===== config.mk =====
export PLATFORM = sky130hd
export DESIGN_NAME = sbw_watch
export DESIGN_NICKNAME = d
export VERILOG_FILES = /design/src/sbw_pkg.sv /design/src/sbw_watch.sv
export SDC_FILE = /design/constraint.sdc
export NUM_CORES = 1
export LEC_CHECK = 0
export BUFFER_PORTS_ARGS = -buffer_cell sky130_fd_sc_hd__buf_2
export CAP_MARGIN = 20
export CORE_MARGIN = 4
export CORE_UTILIZATION = 40
export DETAILED_ROUTE_END_ITERATION = 8
export GPL_TIMING_DRIVEN = 0
export SYNTH_ARGS = -nofsm -noshare
export SYNTH_HDL_FRONTEND = slang
export SYNTH_SLANG_ARGS = --single-unit
export TNS_END_PERCENT = 20

===== constraint.sdc =====
create_clock -name I_MCLK -period 8.9 [get_ports I_MCLK]
set_clock_uncertainty 0.15 [all_clocks]
set_input_delay 0.445 -clock I_MCLK [delete_from_list [all_inputs] [get_ports I_MCLK]]
set_output_delay 0.445 -clock I_MCLK [all_outputs]
set_load 0.005 [all_outputs]

===== src/sbw_pkg.sv =====
package sbw_pkg;
    localparam int CLK_HZ = 100_000_000;
    localparam int XTAL_HZ = 32768;
    localparam int SEC_DIV_DEF = 32768;
    localparam int CAL_HOLD_S = 2;
    localparam int PUSH_GAP_S = 2;
    localparam int SET_IDLE_S = 6;
    localparam int REPEAT_S = 1;
    localparam logic [2:0] PUSHES_TO_SET = 3'h5;

    localparam logic [3:0] ADDR_TIME = 4'h0;
    localparam logic [3:0] ADDR_DATE = 4'h4;
    localparam logic [3:0] ADDR_STATUS = 4'h8;
    localparam logic [3:0] ADDR_CTRL = 4'hC;
    localparam int CTRL_RUN_BIT = 0;
    localparam logic [31:0] CTRL_RESET = 32'h0000_0001;

    localparam logic [5:0] INIT_SEC = 6'h00;
    localparam logic [5:0] INIT_MIN = 6'h00;
    localparam logic [4:0] INIT_HOUR = 5'h00;
    localparam logic [4:0] INIT_DATE = 5'h01;
    localparam logic [3:0] INIT_MONTH = 4'h1;
    localparam logic [2:0] INIT_WDAY = 3'h1;
    localparam logic [2:0] INIT_LEAP = 3'h1;
    localparam logic [5:0] LAST_SEC = 6'h3B;
    localparam logic [4:0] LAST_HOUR = 5'h17;
    localparam logic [3:0] LAST_MONTH = 4'hC;
    localparam logic [2:0] LAST_WDAY = 3'h7;
    localparam logic [2:0] LAST_LEAP = 3'h4;
    localparam logic [3:0] FEB = 4'h2;
    localparam logic [4:0] HOURS_HALF = 5'h0C;

    localparam logic [3:0] DIG_BLANK = 4'hF;
    localparam logic [3:0] DIG_ALL_ON = 4'h8;
    localparam logic [1:0] SYM_AM = 2'h0;
    localparam logic [1:0] SYM_PM = 2'h1;
    localparam logic [1:0] SYM_HR = 2'h2;

    typedef enum logic [2:0] {
        SBW_NORMAL = 3'h0,
        SBW_SET_MONTH = 3'h1,
        SBW_SET_DATE = 3'h2,
        SBW_SET_DAY = 3'h3,
        SBW_SET_HOUR = 3'h4,
        SBW_SET_MIN = 3'h5
    } sbw_mode_t;
endpackage


===== src/sbw_watch.sv =====
// Contract
// RQ1: count seconds through leap year, all displayable
// RQ2: timebase is a 32768 Hz crystal
// RQ3: option input picks 12h AM/PM or 24h HR
// RQ4: calendar order month-date-day or date-month-day
// RQ5: normal view shows hours minutes seconds
// RQ6: held button outside set shows calendar
// RQ7: calendar stays two seconds after release
// RQ8: five quick pushes enter month set
// RQ9: set modes step month date day hour minute
// RQ10: six idle seconds advance set mode
// RQ11: one push adds exactly one count
// RQ12: held button repeats at one hertz
// RQ13: minute set timeout returns to normal
// RQ14: after minute set, next push zeroes seconds
// RQ15: count test input speeds up counting
// RQ16: display test lights every segment
// RQ17: display test plus button master clears
// RQ18: leap counter 1-4, February 29 at 4
// RQ19: leap advances when month wraps to 1
// RQ20: leading zero of hour date month blanked
// RQ21: crystal divided by 2^15 gives seconds
// RQ22: date wraps by month length, weekday seven
`timescale 1ns/1ps
module sbw_watch #(
    parameter int SEC_DIV = sbw_pkg::SEC_DIV_DEF
) (
    input wire logic I_MCLK,
    input wire logic I_RST,
    input wire logic I_BUTTON,
    input wire logic I_DISPLAY_TEST,
    input wire logic I_COUNT_TEST,
    input wire logic I_HOUR24,
    input wire logic [3:0] I_AVS_ADDRESS,
    input wire logic I_AVS_READ,
    input wire logic I_AVS_WRITE,
    input wire logic [31:0] I_AVS_WRITEDATA,
    input wire logic [3:0] I_AVS_BYTEENABLE,
    output logic [31:0] O_AVS_READDATA,
    output logic O_AVS_WAITREQUEST,
    output logic [23:0] O_DIGITS,
    output logic [1:0] O_SYMBOL,
    output logic O_COLON,
    output logic O_LAMP_TEST
);
    import sbw_pkg::*;

    if (SEC_DIV < 2 || SEC_DIV > 1_000_000 || XTAL_HZ >= CLK_HZ) begin : g_bad_param
        $error("sbw_watch: SEC_DIV or clock rates out of range");
    end

    localparam logic [31:0] T_SEC = 32'(REPEAT_S * SEC_DIV);
    localparam logic [31:0] T_CAL = 32'(CAL_HOLD_S * SEC_DIV);
    localparam logic [31:0] T_GAP = 32'(PUSH_GAP_S * SEC_DIV);
    localparam logic [31:0] T_IDLE = 32'(SET_IDLE_S * SEC_DIV);

    function automatic logic [7:0] to_bcd(input logic [5:0] v);
        logic [3:0] tens;
        logic [5:0] r;
        tens = 4'h0;
        r = v;
        for (int i = 0; i < 6; i++) begin
            if (r >= 6'd10) begin
                r = r - 6'd10;
                tens = tens + 4'h1;
            end
        end
        return {tens, r[3:0]};
    endfunction

    function automatic logic [7:0] blank_lead(input logic [7:0] b);
        return (b[7:4] == 4'h0) ? {DIG_BLANK, b[3:0]} : b; // [RQ20]
    endfunction

    function automatic logic [4:0] days_in(input logic [3:0] m, input logic [2:0] lp);
        case (m)
            4'h2: days_in = (lp == LAST_LEAP) ? 5'd29 : 5'd28; // [RQ18]
            4'h4, 4'h6, 4'h9, 4'hB: days_in = 5'd30;
            default: days_in = 5'd31; // [RQ22]
        endcase
    endfunction

    // timebase and bus
    logic [26:0] acc_reg, acc_next;
    logic xtal_tick_reg, xtal_tick_next;
    logic [31:0] presc_reg, presc_next;
    logic sec_tick_reg, sec_tick_next;
    logic [31:0] ctrl_reg, ctrl_next;
    logic [31:0] rdata_reg, rdata_next;
    logic wait_reg, wait_next;
    // watch state
    sbw_mode_t mode_reg, mode_next;
    logic [5:0] sec_reg, sec_next, min_reg, min_next;
    logic [4:0] hour_reg, hour_next, date_reg, date_next;
    logic [3:0] month_reg, month_next;
    logic [2:0] wday_reg, wday_next, leap_reg, leap_next, push_reg, push_next;
    logic [31:0] evt_reg, evt_next;
    logic btn_reg, cal_reg, cal_next, armed_reg, armed_next, hold_reg, hold_next;
    // display
    logic [23:0] digits_reg, digits_next;
    logic [1:0] sym_reg, sym_next;
    logic colon_reg, colon_next, lamp_reg, lamp_next;

    logic press, release_evt, bus_req;
    assign press = I_BUTTON & ~btn_reg;
    assign release_evt = ~I_BUTTON & btn_reg;
    assign bus_req = I_AVS_READ | I_AVS_WRITE;

    always_comb begin
        logic [31:0] sum;
        sum = 32'(acc_reg) + 32'(XTAL_HZ);
        // fractional divider makes a 32768 Hz enable from the system clock
        xtal_tick_next = sum >= 32'(CLK_HZ); // [RQ2]
        acc_next = xtal_tick_next ? 27'(sum - 32'(CLK_HZ)) : 27'(sum);
        presc_next = presc_reg;
        sec_tick_next = 1'b0;
        if (xtal_tick_reg) begin
            presc_next = (presc_reg == 32'(SEC_DIV - 1)) ? 32'h0 : presc_reg + 32'h1; // [RQ21]
            sec_tick_next = I_COUNT_TEST || presc_reg == 32'(SEC_DIV - 1); // [RQ15]
        end
        // one wait cycle per access; data is ready when waitrequest drops
        wait_next = !(bus_req && wait_reg);
        ctrl_next = ctrl_reg;
        rdata_next = rdata_reg;
        if (bus_req && wait_reg && I_AVS_READ) begin
            case (I_AVS_ADDRESS)
                ADDR_TIME: rdata_next = {11'h0, hour_reg, 2'h0, min_reg, 2'h0, sec_reg}; // [RQ1]
                ADDR_DATE: rdata_next = {5'h0, leap_reg, 4'h0, month_reg, 5'h0, wday_reg,
                    3'h0, date_reg};
                ADDR_STATUS: rdata_next = {20'h0, push_reg, hold_reg, armed_reg, cal_reg,
                    3'h0, mode_reg};
                ADDR_CTRL: rdata_next = ctrl_reg;
                default: rdata_next = 32'h0;
            endcase
        end
        if (I_AVS_WRITE && !wait_reg && I_AVS_ADDRESS == ADDR_CTRL && I_AVS_BYTEENABLE[0]) begin
            ctrl_next = {31'h0, I_AVS_WRITEDATA[CTRL_RUN_BIT]};
        end
    end

    always_ff @(posedge I_MCLK or posedge I_RST) begin
        if (I_RST) begin
            acc_reg <= 27'h0;
            xtal_tick_reg <= 1'b0;
            presc_reg <= 32'h0;
            sec_tick_reg <= 1'b0;
            ctrl_reg <= CTRL_RESET;
            rdata_reg <= 32'h0;
            wait_reg <= 1'b1;
        end else begin
            acc_reg <= acc_next;
            xtal_tick_reg <= xtal_tick_next;
            presc_reg <= presc_next;
            sec_tick_reg <= sec_tick_next;
            ctrl_reg <= ctrl_next;
            rdata_reg <= rdata_next;
            wait_reg <= wait_next;
        end
    end

    always_comb begin
        logic bump;
        bump = 1'b0;
        mode_next = mode_reg;
        sec_next = sec_reg;
        min_next = min_reg;
        hour_next = hour_reg;
        date_next = date_reg;
        month_next = month_reg;
        wday_next = wday_reg;
        leap_next = leap_reg;
        push_next = push_reg;
        cal_next = cal_reg;
        armed_next = armed_reg;
        hold_next = hold_reg;
        evt_next = (xtal_tick_reg && evt_reg < T_IDLE) ? evt_reg + 32'h1 : evt_reg;
        if (press || release_evt) begin
            evt_next = 32'h0;
        end
        if (sec_tick_reg && ctrl_reg[CTRL_RUN_BIT] && !hold_reg) begin // [RQ1]
            sec_next = sec_reg + 6'h1;
            if (sec_reg == LAST_SEC) begin
                sec_next = INIT_SEC;
                min_next = min_reg + 6'h1;
                if (min_reg == LAST_SEC) begin
                    min_next = INIT_MIN;
                    hour_next = hour_reg + 5'h1;
                    if (hour_reg == LAST_HOUR) begin
                        hour_next = INIT_HOUR;
                        wday_next = (wday_reg == LAST_WDAY) ? INIT_WDAY : wday_reg + 3'h1;
                        date_next = date_reg + 5'h1;
                        if (date_reg >= days_in(month_reg, leap_reg)) begin // [RQ22]
                            date_next = INIT_DATE;
                            month_next = month_reg + 4'h1;
                            if (month_reg == LAST_MONTH) begin
                                month_next = INIT_MONTH;
                                leap_next = (leap_reg == LAST_LEAP) ? INIT_LEAP
                                    : leap_reg + 3'h1; // [RQ19]
                            end
                        end
                    end
                end
            end
        end
        case (mode_reg)
            SBW_NORMAL: begin
                if (press && armed_reg) begin
                    sec_next = INIT_SEC; // [RQ14]
                    hold_next = 1'b1;
                    armed_next = 1'b0;
                end else if (press) begin
                    cal_next = 1'b1; // [RQ6]
                    push_next = (push_reg == 3'h0 || evt_reg >= T_GAP) ? 3'h1
                        : (push_reg == PUSHES_TO_SET) ? push_reg : push_reg + 3'h1; // [RQ8]
                end
                if (release_evt) begin
                    hold_next = 1'b0;
                    if (push_reg == PUSHES_TO_SET) begin
                        mode_next = SBW_SET_MONTH; // [RQ8]
                        push_next = 3'h0;
                        cal_next = 1'b0;
                    end
                end
                if (!I_BUTTON && !btn_reg && evt_reg >= T_CAL) begin
                    cal_next = 1'b0; // [RQ7]
                end
            end
            default: begin
                bump = press; // [RQ11]
                if (I_BUTTON && btn_reg && xtal_tick_reg && evt_reg >= T_SEC - 32'h1) begin
                    bump = 1'b1; // [RQ12]
                    evt_next = 32'h0;
                end
                if (press && mode_reg == SBW_SET_MIN) begin
                    armed_next = 1'b1;
                end
                if (!I_BUTTON && !btn_reg && evt_reg >= T_IDLE) begin // [RQ10]
                    evt_next = 32'h0;
                    case (mode_reg)
                        SBW_SET_MONTH: mode_next = SBW_SET_DATE; // [RQ9]
                        SBW_SET_DATE: mode_next = SBW_SET_DAY;
                        SBW_SET_DAY: mode_next = SBW_SET_HOUR;
                        SBW_SET_HOUR: mode_next = SBW_SET_MIN;
                        default: mode_next = SBW_NORMAL; // [RQ13]
                    endcase
                end
            end
        endcase
        if (bump) begin
            case (mode_reg)
                SBW_SET_MONTH: begin
                    month_next = (month_reg == LAST_MONTH) ? INIT_MONTH : month_reg + 4'h1;
                    if (month_reg == LAST_MONTH) begin
                        leap_next = (leap_reg == LAST_LEAP) ? INIT_LEAP : leap_reg + 3'h1;
                    end
                end
                SBW_SET_DATE: date_next = (date_reg >= days_in(month_reg, leap_reg))
                    ? INIT_DATE : date_reg + 5'h1;
                SBW_SET_DAY: wday_next = (wday_reg == LAST_WDAY) ? INIT_WDAY : wday_reg + 3'h1;
                SBW_SET_HOUR: hour_next = (hour_reg == LAST_HOUR) ? INIT_HOUR : hour_reg + 5'h1;
                default: min_next = (min_reg == LAST_SEC) ? INIT_MIN : min_reg + 6'h1;
            endcase
        end
        // a month change may leave the date past the new month's end
        if (date_next > days_in(month_next, leap_next)) begin
            date_next = days_in(month_next, leap_next);
        end
        if (I_DISPLAY_TEST && I_BUTTON) begin // [RQ17]
            mode_next = SBW_NORMAL;
            sec_next = INIT_SEC;
            min_next = INIT_MIN;
            hour_next = INIT_HOUR;
            date_next = INIT_DATE;
            month_next = INIT_MONTH;
            wday_next = INIT_WDAY;
            leap_next = INIT_LEAP;
            push_next = 3'h0;
            cal_next = 1'b0;
            armed_next = 1'b0;
            hold_next = 1'b0;
            evt_next = 32'h0;
        end
    end

    always_ff @(posedge I_MCLK or posedge I_RST) begin
        if (I_RST) begin
            mode_reg <= SBW_NORMAL;
            sec_reg <= INIT_SEC;
            min_reg <= INIT_MIN;
            hour_reg <= INIT_HOUR;
            date_reg <= INIT_DATE;
            month_reg <= INIT_MONTH;
            wday_reg <= INIT_WDAY;
            leap_reg <= INIT_LEAP;
            push_reg <= 3'h0;
            evt_reg <= 32'h0;
            btn_reg <= 1'b0;
            cal_reg <= 1'b0;
            armed_reg <= 1'b0;
            hold_reg <= 1'b0;
        end else begin
            mode_reg <= mode_next;
            sec_reg <= sec_next;
            min_reg <= min_next;
            hour_reg <= hour_next;
            date_reg <= date_next;
            month_reg <= month_next;
            wday_reg <= wday_next;
            leap_reg <= leap_next;
            push_reg <= push_next;
            evt_reg <= evt_next;
            btn_reg <= I_BUTTON;
            cal_reg <= cal_next;
            armed_reg <= armed_next;
            hold_reg <= hold_next;
        end
    end

    always_comb begin
        logic [4:0] h_disp;
        logic [7:0] hb, mb, sb, mob, db;
        logic [15:0] day_pair;
        logic flash;
        h_disp = hour_reg;
        if (!I_HOUR24) begin
            h_disp = (hour_reg >= HOURS_HALF) ? hour_reg - HOURS_HALF : hour_reg;
            h_disp = (h_disp == 5'h00) ? HOURS_HALF : h_disp;
        end
        hb = blank_lead(to_bcd({1'b0, h_disp}));
        mb = to_bcd(min_reg);
        sb = to_bcd(sec_reg);
        mob = blank_lead(to_bcd({2'h0, month_reg}));
        db = blank_lead(to_bcd({1'b0, date_reg}));
        day_pair = {DIG_BLANK, 1'b0, wday_reg, 8'h0};
        flash = presc_reg < 32'(SEC_DIV / 2);
        sym_next = I_HOUR24 ? SYM_HR : (hour_reg >= HOURS_HALF) ? SYM_PM : SYM_AM; // [RQ3]
        colon_next = 1'b0;
        case (mode_reg)
            SBW_SET_MONTH: begin
                digits_next = {mob, DIG_BLANK, DIG_BLANK, DIG_BLANK, 1'b0, leap_reg};
                colon_next = flash;
            end
            SBW_SET_DATE, SBW_SET_DAY: begin
                digits_next = I_HOUR24 ? {db, mob, day_pair[15:8]} : {mob, db, day_pair[15:8]};
                colon_next = flash;
            end
            SBW_SET_HOUR, SBW_SET_MIN: begin
                digits_next = {hb, mb, sb};
                colon_next = flash;
            end
            default: begin
                if (cal_reg) begin
                    // calendar order follows the hour option
                    digits_next = I_HOUR24 ? {db, mob, day_pair[15:8]}
                        : {mob, db, day_pair[15:8]}; // [RQ4]
                    colon_next = (push_reg == PUSHES_TO_SET) && btn_reg && flash;
                end else begin
                    digits_next = {hb, mb, sb}; // [RQ5]
                    colon_next = 1'b1;
                end
            end
        endcase
        lamp_next = I_DISPLAY_TEST;
        if (I_DISPLAY_TEST) begin
            digits_next = {6{DIG_ALL_ON}}; // [RQ16]
            colon_next = 1'b1;
        end
    end

    always_ff @(posedge I_MCLK or posedge I_RST) begin
        if (I_RST) begin
            digits_reg <= {6{DIG_BLANK}};
            sym_reg <= SYM_AM;
            colon_reg <= 1'b0;
            lamp_reg <= 1'b0;
        end else begin
            digits_reg <= digits_next;
            sym_reg <= sym_next;
            colon_reg <= colon_next;
            lamp_reg <= lamp_next;
        end
    end

    assign O_AVS_READDATA = rdata_reg;
    assign O_AVS_WAITREQUEST = wait_reg;
    assign O_DIGITS = digits_reg;
    assign O_SYMBOL = sym_reg;
    assign O_COLON = colon_reg;
    assign O_LAMP_TEST = lamp_reg;
endmodule // sbw_watch


Word level (Yosys, flattened, before mapping)
Index checks and enable logic that the tools add are counted.
{"block": "classes", "add_sub_neg": 68, "n_lt_le_gt_ge": 40, "eq_ne": 30, "n_mux": 182, "bitwise_logic": 5, "n_reduce_logical": 47}
{"cell": "$mux W32", "count": 7}
{"cell": "$mux W6", "count": 36}
{"cell": "$ge A6 B4 Y1 const B", "count": 27}
{"cell": "$mux W4", "count": 39}
{"cell": "$sub A6 B4 Y6 const B", "count": 22}
{"cell": "$mux W5", "count": 26}
{"cell": "$pmux W27 S4", "count": 1}
{"cell": "$add A4 B1 Y4 const B", "count": 26}
{"cell": "$mux W3", "count": 32}
{"cell": "$mux W24", "count": 3}
{"cell": "$pmux W24 S3", "count": 1}
{"cell": "$add A32 B1 Y32 const B", "count": 2}
{"cell": "$eq A32 B15 Y1 const B", "count": 1}
{"cell": "$ge A32 B15 Y1 const B", "count": 1}
{"cell": "$ge A32 B17 Y1 const B", "count": 1}
{"cell": "$ge A32 B18 Y1 const B", "count": 1}
{"cell": "$lt A32 B15 Y1 const B", "count": 1}
{"cell": "$lt A32 B18 Y1 const B", "count": 1}
{"cell": "$mux W1", "count": 29}
{"cell": "$add A27 B16 Y28 const B", "count": 1}
{"cell": "$eq A4 B4 Y1 const B", "count": 7}
{"cell": "$ge A28 B27 Y1 const B", "count": 1}
{"cell": "$mux W27", "count": 1}
{"cell": "$sub A27 B27 Y27 const B", "count": 1}
{"cell": "other kinds (39)", "count": 104}
{"block": "word_totals", "regBits": 197, "input_bits": 48, "output_inout_bits": 61, "wordCells": 397}

Logic depth before layout (Yosys ltp)
Gate-level depths: netlist of run 1.
{"block": "depth", "word_depth": 22, "depth_mapped": 48}

Worst setup path before layout of run 1
OpenSTA, ideal clock, no wires.
{"block": "synth_timing", "path_type": "reg2reg", "from": "register month_reg[1]", "to": "register digits_reg[21], in the netlist O_DIGITS[21]", "setup_ns": 0.105, "t_arrival_ns": 8.896, "t_required_ns": 8.645, "setup_slack_ns": -0.251, "path_stages_with_launch": 47, "path_buffers": 4, "path_cell_list": "dfrtp_1 -> clkbuf_1 -> inv_1 -> ha_1 -> inv_1 -> ha_1 -> buf_2 -> or2_2 -> buf_2 -> inv_1 -> xnor2_1 -> ha_1 -> nand2b_1 -> o211ai_1 -> a21oi_1 -> nor2_1 -> xnor2_1 -> inv_1 -> [11 not listed] -> nor3_1 -> and3_1 -> mux2_2 -> ha_1 -> nand2_1 -> a21boi_0 -> o21ai_2 -> mux2_2 -> ha_1 -> inv_1 -> xnor3_1 -> nor3_1 -> mux2i_1 -> a211oi_1 -> mux2i_1 -> nand2_1 -> a21oi_1 -> a2111oi_2"}
{"block": "synth_via", "elab_chain_len": 18, "elab_cells_between_ends": 33, "classes_between": "add/sub (10); order compare (6); mux (16); reduce/logical (1)"}
{"element": "from (decl)", "line": "sbw_watch.sv:95", "source": "logic [3:0] month_reg, month_next;"}
{"element": "from (signal assigned)", "line": "sbw_watch.sv:307", "source": "month_reg <= month_next;"}
{"element": "$sub A4 B4 Y5 / $ge A4 B4 Y1 (equally long branches)", "line": "sbw_watch.sv:64, sbw_watch.sv:63"}
{"element": "$mux W6 / $mux W1 (equally long branches)", "line": "sbw_watch.sv:63", "source": "if (r >= 6'd10) begin"}
{"element": "$sub A6 B4 Y6, or another cell as far along", "line": "sbw_watch.sv:64", "source": "r = r - 6'd10;"}
{"element": "$mux W6 / $mux W4 (equally long branches)", "line": "sbw_watch.sv:63"}
{"element": "$sub A6 B4 Y6, or another cell as far along", "line": "sbw_watch.sv:64"}
{"element": "$mux W6 / $mux W4 (equally long branches)", "line": "sbw_watch.sv:63"}
{"element": "$sub A6 B4 Y6, or another cell as far along", "line": "sbw_watch.sv:64"}
{"element": "$mux W6 / $mux W4 (equally long branches)", "line": "sbw_watch.sv:63"}
{"element": "[3 not listed]"}
{"element": "$mux W4 *", "line": "sbw_watch.sv:63"}
{"element": "$logic_not A4 Y1", "line": "sbw_watch.sv:72", "source": "return (b[7:4] == 4'h0) ? {DIG_BLANK, b[3:0]} : b;"}
{"element": "$mux W8 *", "line": "sbw_watch.sv:72"}
{"element": "$mux W24", "line": "sbw_watch.sv:344, sbw_watch.sv:354"}
{"element": "$mux W24", "line": "sbw_watch.sv:352", "source": "if (cal_reg) begin"}
{"element": "$pmux W24 S3 *", "line": "sbw_watch.sv:338", "source": "case (mode_reg)"}
{"element": "$mux W24 *", "line": "sbw_watch.sv:364", "source": "if (I_DISPLAY_TEST) begin"}
{"element": "via digits_next[21]", "line": "sbw_watch.sv:100", "source": "logic [23:0] digits_reg, digits_next;"}
{"element": "to (signal assigned)", "line": "sbw_watch.sv:372", "source": "digits_reg <= {6{DIG_BLANK}};"}
{"element": "to (signal assigned)", "line": "sbw_watch.sv:377", "source": "digits_reg <= digits_next;"}
{"element": "to (decl)", "line": "sbw_watch.sv:100"}
Mark *: on every way through the listed nets, which the timed path passes. The rest lies on a longest branch.
A chain may end at the register's enable or synchronous reset.

Worst setup path in the final report of run 1
{"block": "layout_timing", "from": "register month_reg[1]", "to": "register digits_reg[13], in the netlist O_DIGITS[13]"}
{"block": "layout_via", "elab_chain_len": 18, "elab_cells_between_ends": 33, "classes_between": "add/sub (10); order compare (6); mux (16); reduce/logical (1)"}
{"element": "$sub A4 B4 Y5 / $ge A4 B4 Y1 (equally long branches)", "line": "sbw_watch.sv:64, sbw_watch.sv:63"}
{"element": "$mux W6 / $mux W1 (equally long branches)", "line": "sbw_watch.sv:63"}
{"element": "$sub A6 B4 Y6, or another cell as far along", "line": "sbw_watch.sv:64"}
{"element": "$mux W6 / $mux W4 (equally long branches)", "line": "sbw_watch.sv:63"}
{"element": "$sub A6 B4 Y6, or another cell as far along", "line": "sbw_watch.sv:64"}
{"element": "$mux W6 / $mux W4 (equally long branches)", "line": "sbw_watch.sv:63"}
{"element": "$sub A6 B4 Y6, or another cell as far along", "line": "sbw_watch.sv:64"}
{"element": "$mux W6 / $mux W4 (equally long branches)", "line": "sbw_watch.sv:63"}
{"element": "[3 not listed]"}
{"element": "$mux W4 *", "line": "sbw_watch.sv:63"}
{"element": "$logic_not A4 Y1", "line": "sbw_watch.sv:72"}
{"element": "$mux W8 *", "line": "sbw_watch.sv:72"}
{"element": "$mux W24 *", "line": "sbw_watch.sv:344, sbw_watch.sv:354"}
{"element": "$mux W24", "line": "sbw_watch.sv:352"}
{"element": "$pmux W24 S3 *", "line": "sbw_watch.sv:338"}
{"element": "$mux W24 *", "line": "sbw_watch.sv:364"}
{"element": "via digits_next[13]", "line": "sbw_watch.sv:100"}
Marks and branches as above.

==> reports/qor.yml, run 1 <==
clkTransAtPathRegs_ns: 0.08
antenna_found_initial: 1
regToRegStartpoint: "month_reg[1]$_DFF_PP0_"
synthDominantAreaCellType: "dfrtp_1"
fin_tns_setup_ns: 0
die-area_um2: 45200
worst_ir_drop_vdd_mv: 0.151
critPathMaxStageDelay_ns: 0.44
grt_overflow_total: 0
hold_class: "in2reg"
number_of_port_buffers: 64
worst_setup_path_class: "reg2reg"
grt_max_degree: 125
fp.dieH_um: 213
synthesis.yosys.warnings: 0
detail_route.wl_per_cell_um: 17.2
vias_per_cell: 5.79
netlist_instances: 2059
place.detailed.instances: 2667
multi_input_area_um2: 12000
postSynth.topFlopCell: "dfrtp_1"
cts_tree: "yes"
max_cap_viol_count: 0
cts_buffers: 17
layout-area-overhead-vs-synth_pct: 16.4
detailedPlacementHpwl_um: 35300
pin_count: 109
setup.worst_path.end_class: "register"
achievable-frequency_mhz: 117
synth_edf_count: 0
core_area_um2: 41100
min_period_ns: 8.52
critical_path.slowest_cell: "dfrtp_2"
clk_root_buffer_cell: "clkbuf_16"
arrival_ns: 8.72
asyncSetResetFlopFracSynth: 1.00
via_count_of_the_routed_design: 16000
h_tree_levels: 4
holdWs_ns: 0.0240
grt_pass1_wl_um: 76000
worstSkewPairLatency_ns: 0.45
most_used_cell_cp: "ha_1"
startpoint_of_the_worst_setup_timing_path: "month_reg[1]$_DFF_PP0_"
max-clock-path-buffers: 2
first_drt_pass_iteration_count: 5
layout-drive-gt1-share: 0.179
p_leak_nw: 8.33
nNetsFinal: 2369
wirelength_um: 47300
grt.total_usage: 0.203
rsz0062_at_grt: "yes"
design_power_total_mw: 2.66
die_x_um: 213
synth-seq-area-share: 0.270
fillCellCount: 4027
post_synth_num_cell_types: 111
setup_viol: 0
seqCellArea_um2: 4520
routabilityCongestion: 0.888
power_density_over_the_cells_nw_per_um2: 136
row_count: 74
ys_top_cells_by_area: "dfrtp_1 (22%), ha_1 (8.4%), xnor2_1 (5.5%)"
result_of_the_run: "completed"
drt_antenna_net_count: 0
remaining_drc_errors: 0
place_worst_setup_slack_ns: -1.98
floorplan.initialDensity: 0.407
final-hold-violation-count: 0
setup_slack_ns: 0.380
avgSynthCellArea_um2: 8.13
drt_iter0_drc: 962
hold_start: "I_AVS_READ"
startpoint_type: "register"
worst_ep_required_time_ns: 9.10
synth_seq_cells: 179
num_antenna_cells: 0
finalCritPeriodShare: 0.957
netlist.area_leader.share: 0.223
timing.slew.headroom: 0.287
number_of_global_route_vias_before_repair: 15000
worstPathMaxFanout: 9
post_route_insts_no_fill: 2753
post_synth_instance_area_um2: 16700
cts_num_sinks: 179
worstMarginPinSlew_ns: 1.06
timing.final.max_slew_violations: 0
## synthesized netlist by cell type, types with 35 or more instances
cell type,number
a21oi_1,109
and2_1,35
clkbuf_1,57
dfrtp_1,149
ha_1,113
inv_1,107
mux2i_1,40
nand2_1,205
nand3_1,71
nor2_1,200
nor3_1,50
o21ai_0,123
xnor2_1,105
xor2_1,52
## cells by family after synthesis
logic type,share of synthesized area
adder cells (fa/ha/maj),0.0851
buffers and inverters,0.0474
AND/OR/NAND/NOR,0.227
flip-flops,0.270
AO/OA/AOI/OAI,0.242
XOR/XNOR,0.0862
multiplexers,0.0428
other,0.000224
## placed cells by master (no fill, tap or decap), drive strengths merged, types with 15 or more instances in the layout
cell / n
nand2: 205
nor2: 201
dfrtp: 149
buf: 146
o21ai: 133
inv: 118
ha: 113
a21oi: 111
xnor2: 105
clkbuf: 72
nand3: 71
xor2: 52
nor3: 50
mux2i: 40
and2: 37
and3: 31
nor2b: 31
dfstp: 30
o211ai: 28
mux2: 28
a211oi: 28
nand4: 27
or3: 24
o21a: 21
nor4: 20
nand2b: 20
a31oi: 19
a22oi: 19
a21o: 17
o31ai: 15
or2: 15
a221oi: 15
## worst max-delay path: cells and delay by family, from the launching register on
| family | cells | cell delay, ns |
|---|---|---|
| flip-flops | 1 | 0.44 |
| AND/OR/NAND/NOR | 13 | 2.50 |
| multiplexers | 5 | 1.21 |
| AO/OA/AOI/OAI | 9 | 1.73 |
| buffers and inverters | 6 | 0.62 |
| XOR/XNOR | 2 | 0.40 |
| adder cells (fa/ha/maj) | 7 | 1.36 |
## power breakdown
part | internal (mW) | switching [mW]
combinational | 0.332 | 0.577
clock | 0.414 | 0.392
sequential | 0.899 | 0.0426
total | 1.64 | 1.01
## cell type report
class	instances	share of cell area
Tap cell	532	0.0342
Clock buffer	18	0.0225
Multi-Input combinational cell	1695	0.618
Buffer	78	0.0196
Clock inverter	14	0.00906
Timing Repair Buffer	126	0.0422
Sequential cell	179	0.232
Inverter	111	0.0222
## path summary, 6_finish.rpt
| path | end | slack (ns) | cells after the start |
|---|---|---|---|
| min | O_AVS_WAITREQUEST$_DFF_PP1_ | 0.02 | 2 |
| min reg2reg | presc_reg[10]$_DFFE_PP0P_ | 0.32 | 1 |
| max reg2reg | O_DIGITS[13]$_DFF_PP1_ | 0.38 | 42 |
| min in group asynchronous | O_SYMBOL[1]$_DFF_PP0_ | 0.41 | 3 |
| max in group asynchronous | min_reg[2]$_DFF_PP0_ | 7.20 | 4 |
| max | O_DIGITS[13]$_DFF_PP1_ | 0.38 | 42 |
## layer usage
layer,up-vias,GRT usage,share of wire
met2,449,0.339,0.47
met1,7600,0.272,0.45
li1,7815,-,-
met4,2,0.0571,0.026
met3,86,0.0345,0.050
met5,-,0,0.00015
## through the flow
step / area (um2) / util
floorplan: 16800 / -
global placement: 17800 / 0.432
detailed placement: 17800 / 0.433
CTS: 18900 / 0.460
global route: 19500 / 0.474
finish: 19500 / 0.474
## what timing repair did
item                                   in CTS  in global routing
setup buffers                              15                 39
gates cloned                                0                  1
setup endpoints to repair                  15                 19
hold buffers                                4                  0
resized for setup                          72                 78
pin swaps                                  15                 39
endpoints found under the hold margin      52                  0
(Power assumes the default switching activity.)
==> run 2, diff against run 1 <==
Settings changed: CTS_BUF_LIST set to sky130_fd_sc_hd__clkbuf_8.
==> run 2 against run 1 <==
  * Via count rose by 0.74%
  * Wire length grew 0.25%
  * Global-route usage about the same
  * Combinational power is 0.6% higher
  * First-iteration DRC count rose by 0.62%
  * Critical path depth increased by 2
  * Non-clock buffer count grew 3
  * Sequential power about the same
  * Critical path type unchanged
  * Critical endpoint is now O_DIGITS[22]$_DFF_PP1_
  * Largest cell class unchanged
==> reports/qor.yml, run 2 (same netlist as run 1, synthesis figures left out) <==
grt_overflow_total: 0  # unchanged
number_of_global_route_vias_before_repair: 15000  # +0.053%
timing.slew.headroom: 0.274  # -0.0128
timing.final.max_slew_violations: 0  # unchanged
num_antenna_cells: 0  # unchanged
cts_buffers: 17  # unchanged
worstRegToRegCells: 44  # +4.8%
layout-drive-gt1-share: 0.180  # +0.000658
die_x_um: 213  # unchanged
worstMarginPinSlew_ns: 1.08  # +0.0190 ns
drt_antenna_net_count: 0  # unchanged
wirelength_um: 47400  # +0.25%
grt_max_degree: 125  # unchanged
power.share.switching: 0.401  # +0.0202
cts_tree: "yes"
startpoint_type: "register"
via_count_of_the_routed_design: 16100  # +0.74%
number_of_port_buffers: 64  # unchanged
arrival_ns: 8.86  # +0.14 ns
finalCritPeriodShare: 0.964  # +0.00652
critical_path.slowest_cell: "dfrtp_2"
drt_iter0_drc: 968  # +0.62%
routabilityCongestion: 0.888  # unchanged
grt.total_usage: 0.203  # about the same
core_area_um2: 41100  # unchanged
detailedPlacementHpwl_um: 35300  # unchanged
die-area_um2: 45200  # unchanged
max_cap_viol_count: 0  # unchanged
worst_ep_required_time_ns: 9.18  # +0.08 ns
detail_route.wl_per_cell_um: 17.2  # +0.14%
fin_tns_setup_ns: 0  # unchanged
hold_class: "in2reg"
row_count: 74  # unchanged
layout_commonest_cell: "nand2_1"
nNetsFinal: 2372  # +0.13%
power_frac_seq: 0.381  # +0.026
power_report.internal_total_mw: 1.48  # -9.9%
post_route_insts_no_fill: 2756  # +0.11%
commonest_cells_after_routing_fill_and_taps_aside: "nand2_1 (203), nor2_1 (194), dfrtp_1 (143)"
place.detailed.instances: 2667  # unchanged
most_used_cell_cp: "ha_1"
cts_num_sinks: 179  # unchanged
power.share.clock: 0.250  # -0.054
net_switching_power_of_the_design_mw: 0.992  # -1.9%
comb_power_share: 0.369  # +0.027
worst_setup_path_class: "reg2reg"
first_drt_pass_iteration_count: 7  # +2
min_period_ns: 8.58  # +0.0581 ns
setup.worst_path.end_class: "register"
clkTransAtPathRegs_ns: 0.11  # +0.03 ns
max-clock-path-buffers: 2  # unchanged
vias_per_cell: 5.83  # +0.63%
critPathMaxStageDelay_ns: 0.42  # -0.02 ns
remaining_drc_errors: 0  # unchanged
floorplan.initialDensity: 0.407  # unchanged
grt_pass1_wl_um: 75900  # -0.13%
hold_path_depth: 5  # +3
pin_count: 109  # unchanged
worst_ir_drop_vdd_mv: 0.109  # -28%
result_of_the_run: "completed"
p_leak_nw: 8.27  # -0.81%
final_util: 0.471  # -0.00326
setup_viol: 0  # unchanged
layout-area-overhead-vs-synth_pct: 15.6
fp.dieH_um: 213  # unchanged
final-hold-violation-count: 0  # unchanged
worstSkewPairLatency_ns: 0.51  # +0.06 ns
rsz0062_at_grt: "yes"
antenna_found_initial: 1  # unchanged
h_tree_levels: 4  # unchanged
power_density_over_the_cells_nw_per_um2: 128  # -6.2%
worstPathMaxFanout: 9  # unchanged
achievable-frequency_mhz: 117  # -0.68%
clk_root_buffer_cell: "clkbuf_8"
[run 2: cell types whose count changed in the layout (fill, tap and decap cells not counted), moves of 2 or more]
cell | before | now
ha_2 | 3 | 5
inv_2 | 9 | 7
clkbuf_16 | 17 | 0
dlygate4sd3_1 | 4 | 7
clkbuf_8 | 2 | 18
ha_1 | 109 | 106
[run 2: area by class of cell]
| type | instances | area [um2] |
|---|---|---|
| inverter | 111 | 435 |
| tap | 532 | 666 |
| timing repair buffer | 129 | 852 |
| fill | 4049 | 21800 |
| buffer | 78 | 384 |
| clock buffer | 18 | 248 |
| clock inverter | 14 | 176 |
| sequential | 179 | 4520 |
| multi-input combinational | 1695 | 12100 |
[run 2: layer usage]
| metal | global-route usage | wire [um] | vias up | part of all wire |
|---|---|---|---|---|
| li1 | - | - | 7825 | - |
| met1 | 0.271 | 21100 | 7695 | 0.44 |
| met2 | 0.338 | 22500 | 460 | 0.48 |
| met3 | 0.0370 | 2590 | 88 | 0.055 |
| met4 | 0.0598 | 1230 | 2 | 0.026 |
| met5 | 0 | 7 | - | 0.00015 |
[run 2: stage by stage]
stage	worst slack [ns]	power [mW]	hold WS, ns	cell area (um2)
finish	0.322	2.47	0.0901	19300
floorplan	0.00896	1.49	0.288	16800
global route	-0.136	2.61	0.0862	19300
detailed placement	-1.98	1.77	0.313	17800
global placement	-1.83	1.75	0.305	17800
CTS	0.00795	2.43	0.0644	18800
[run 2: power groups by stage]
stage | sequential [mW] | clock, mW | combinational, mW
after floorplan | 0.942 | 0 | 0.550
after global placement | 0.957 | 0 | 0.796
after detailed placement | 0.957 | 0 | 0.811
after CTS | 0.940 | 0.634 | 0.854
after global routing | 0.946 | 0.668 | 0.997
final | 0.942 | 0.620 | 0.913
[run 2: critical path, delay by kind of cell (launching register included)]
| kind | cells | cell delay (ns) |
|---|---|---|
| and+or+nand+nor | 8 | 0.98 |
| buffers and inverters | 6 | 0.72 |
| xor gates and xnor gates | 4 | 0.66 |
| DFF | 1 | 0.42 |
| AOI/OAI and AO/OA | 17 | 3.56 |
| adders and majority gates | 6 | 1.33 |
| muxes | 3 | 0.67 |
[run 2: timing repair]
action / 4_1_cts / 5_1_grt
setup buffers: 16 / 38
setup endpoints to repair: 15 / 19
pin swaps: 15 / 39
hold buffers: 7 / 0
hold endpoints to repair: 54 / 0
resized for setup: 71 / 85
cloned: 0 / 1
[run 2: final timing paths]
kind	from	end	slack (ns)
min in group asynchronous	I_RST	O_SYMBOL[1]$_DFF_PP0_	0.34
worst max-delay path	date_reg[1]$_DFF_PP0_	O_DIGITS[22]$_DFF_PP1_	0.32
worst min register to register	presc_reg[10]$_DFFE_PP0P_	presc_reg[10]$_DFFE_PP0P_	0.32
worst min-delay path	I_AVS_BYTEENABLE[0]	ctrl_reg[0]$_DFFE_PP1P_	0.09
worst max register to register	date_reg[1]$_DFF_PP0_	O_DIGITS[22]$_DFF_PP1_	0.32
max in group asynchronous	I_RST	min_reg[2]$_DFF_PP0_	7.27
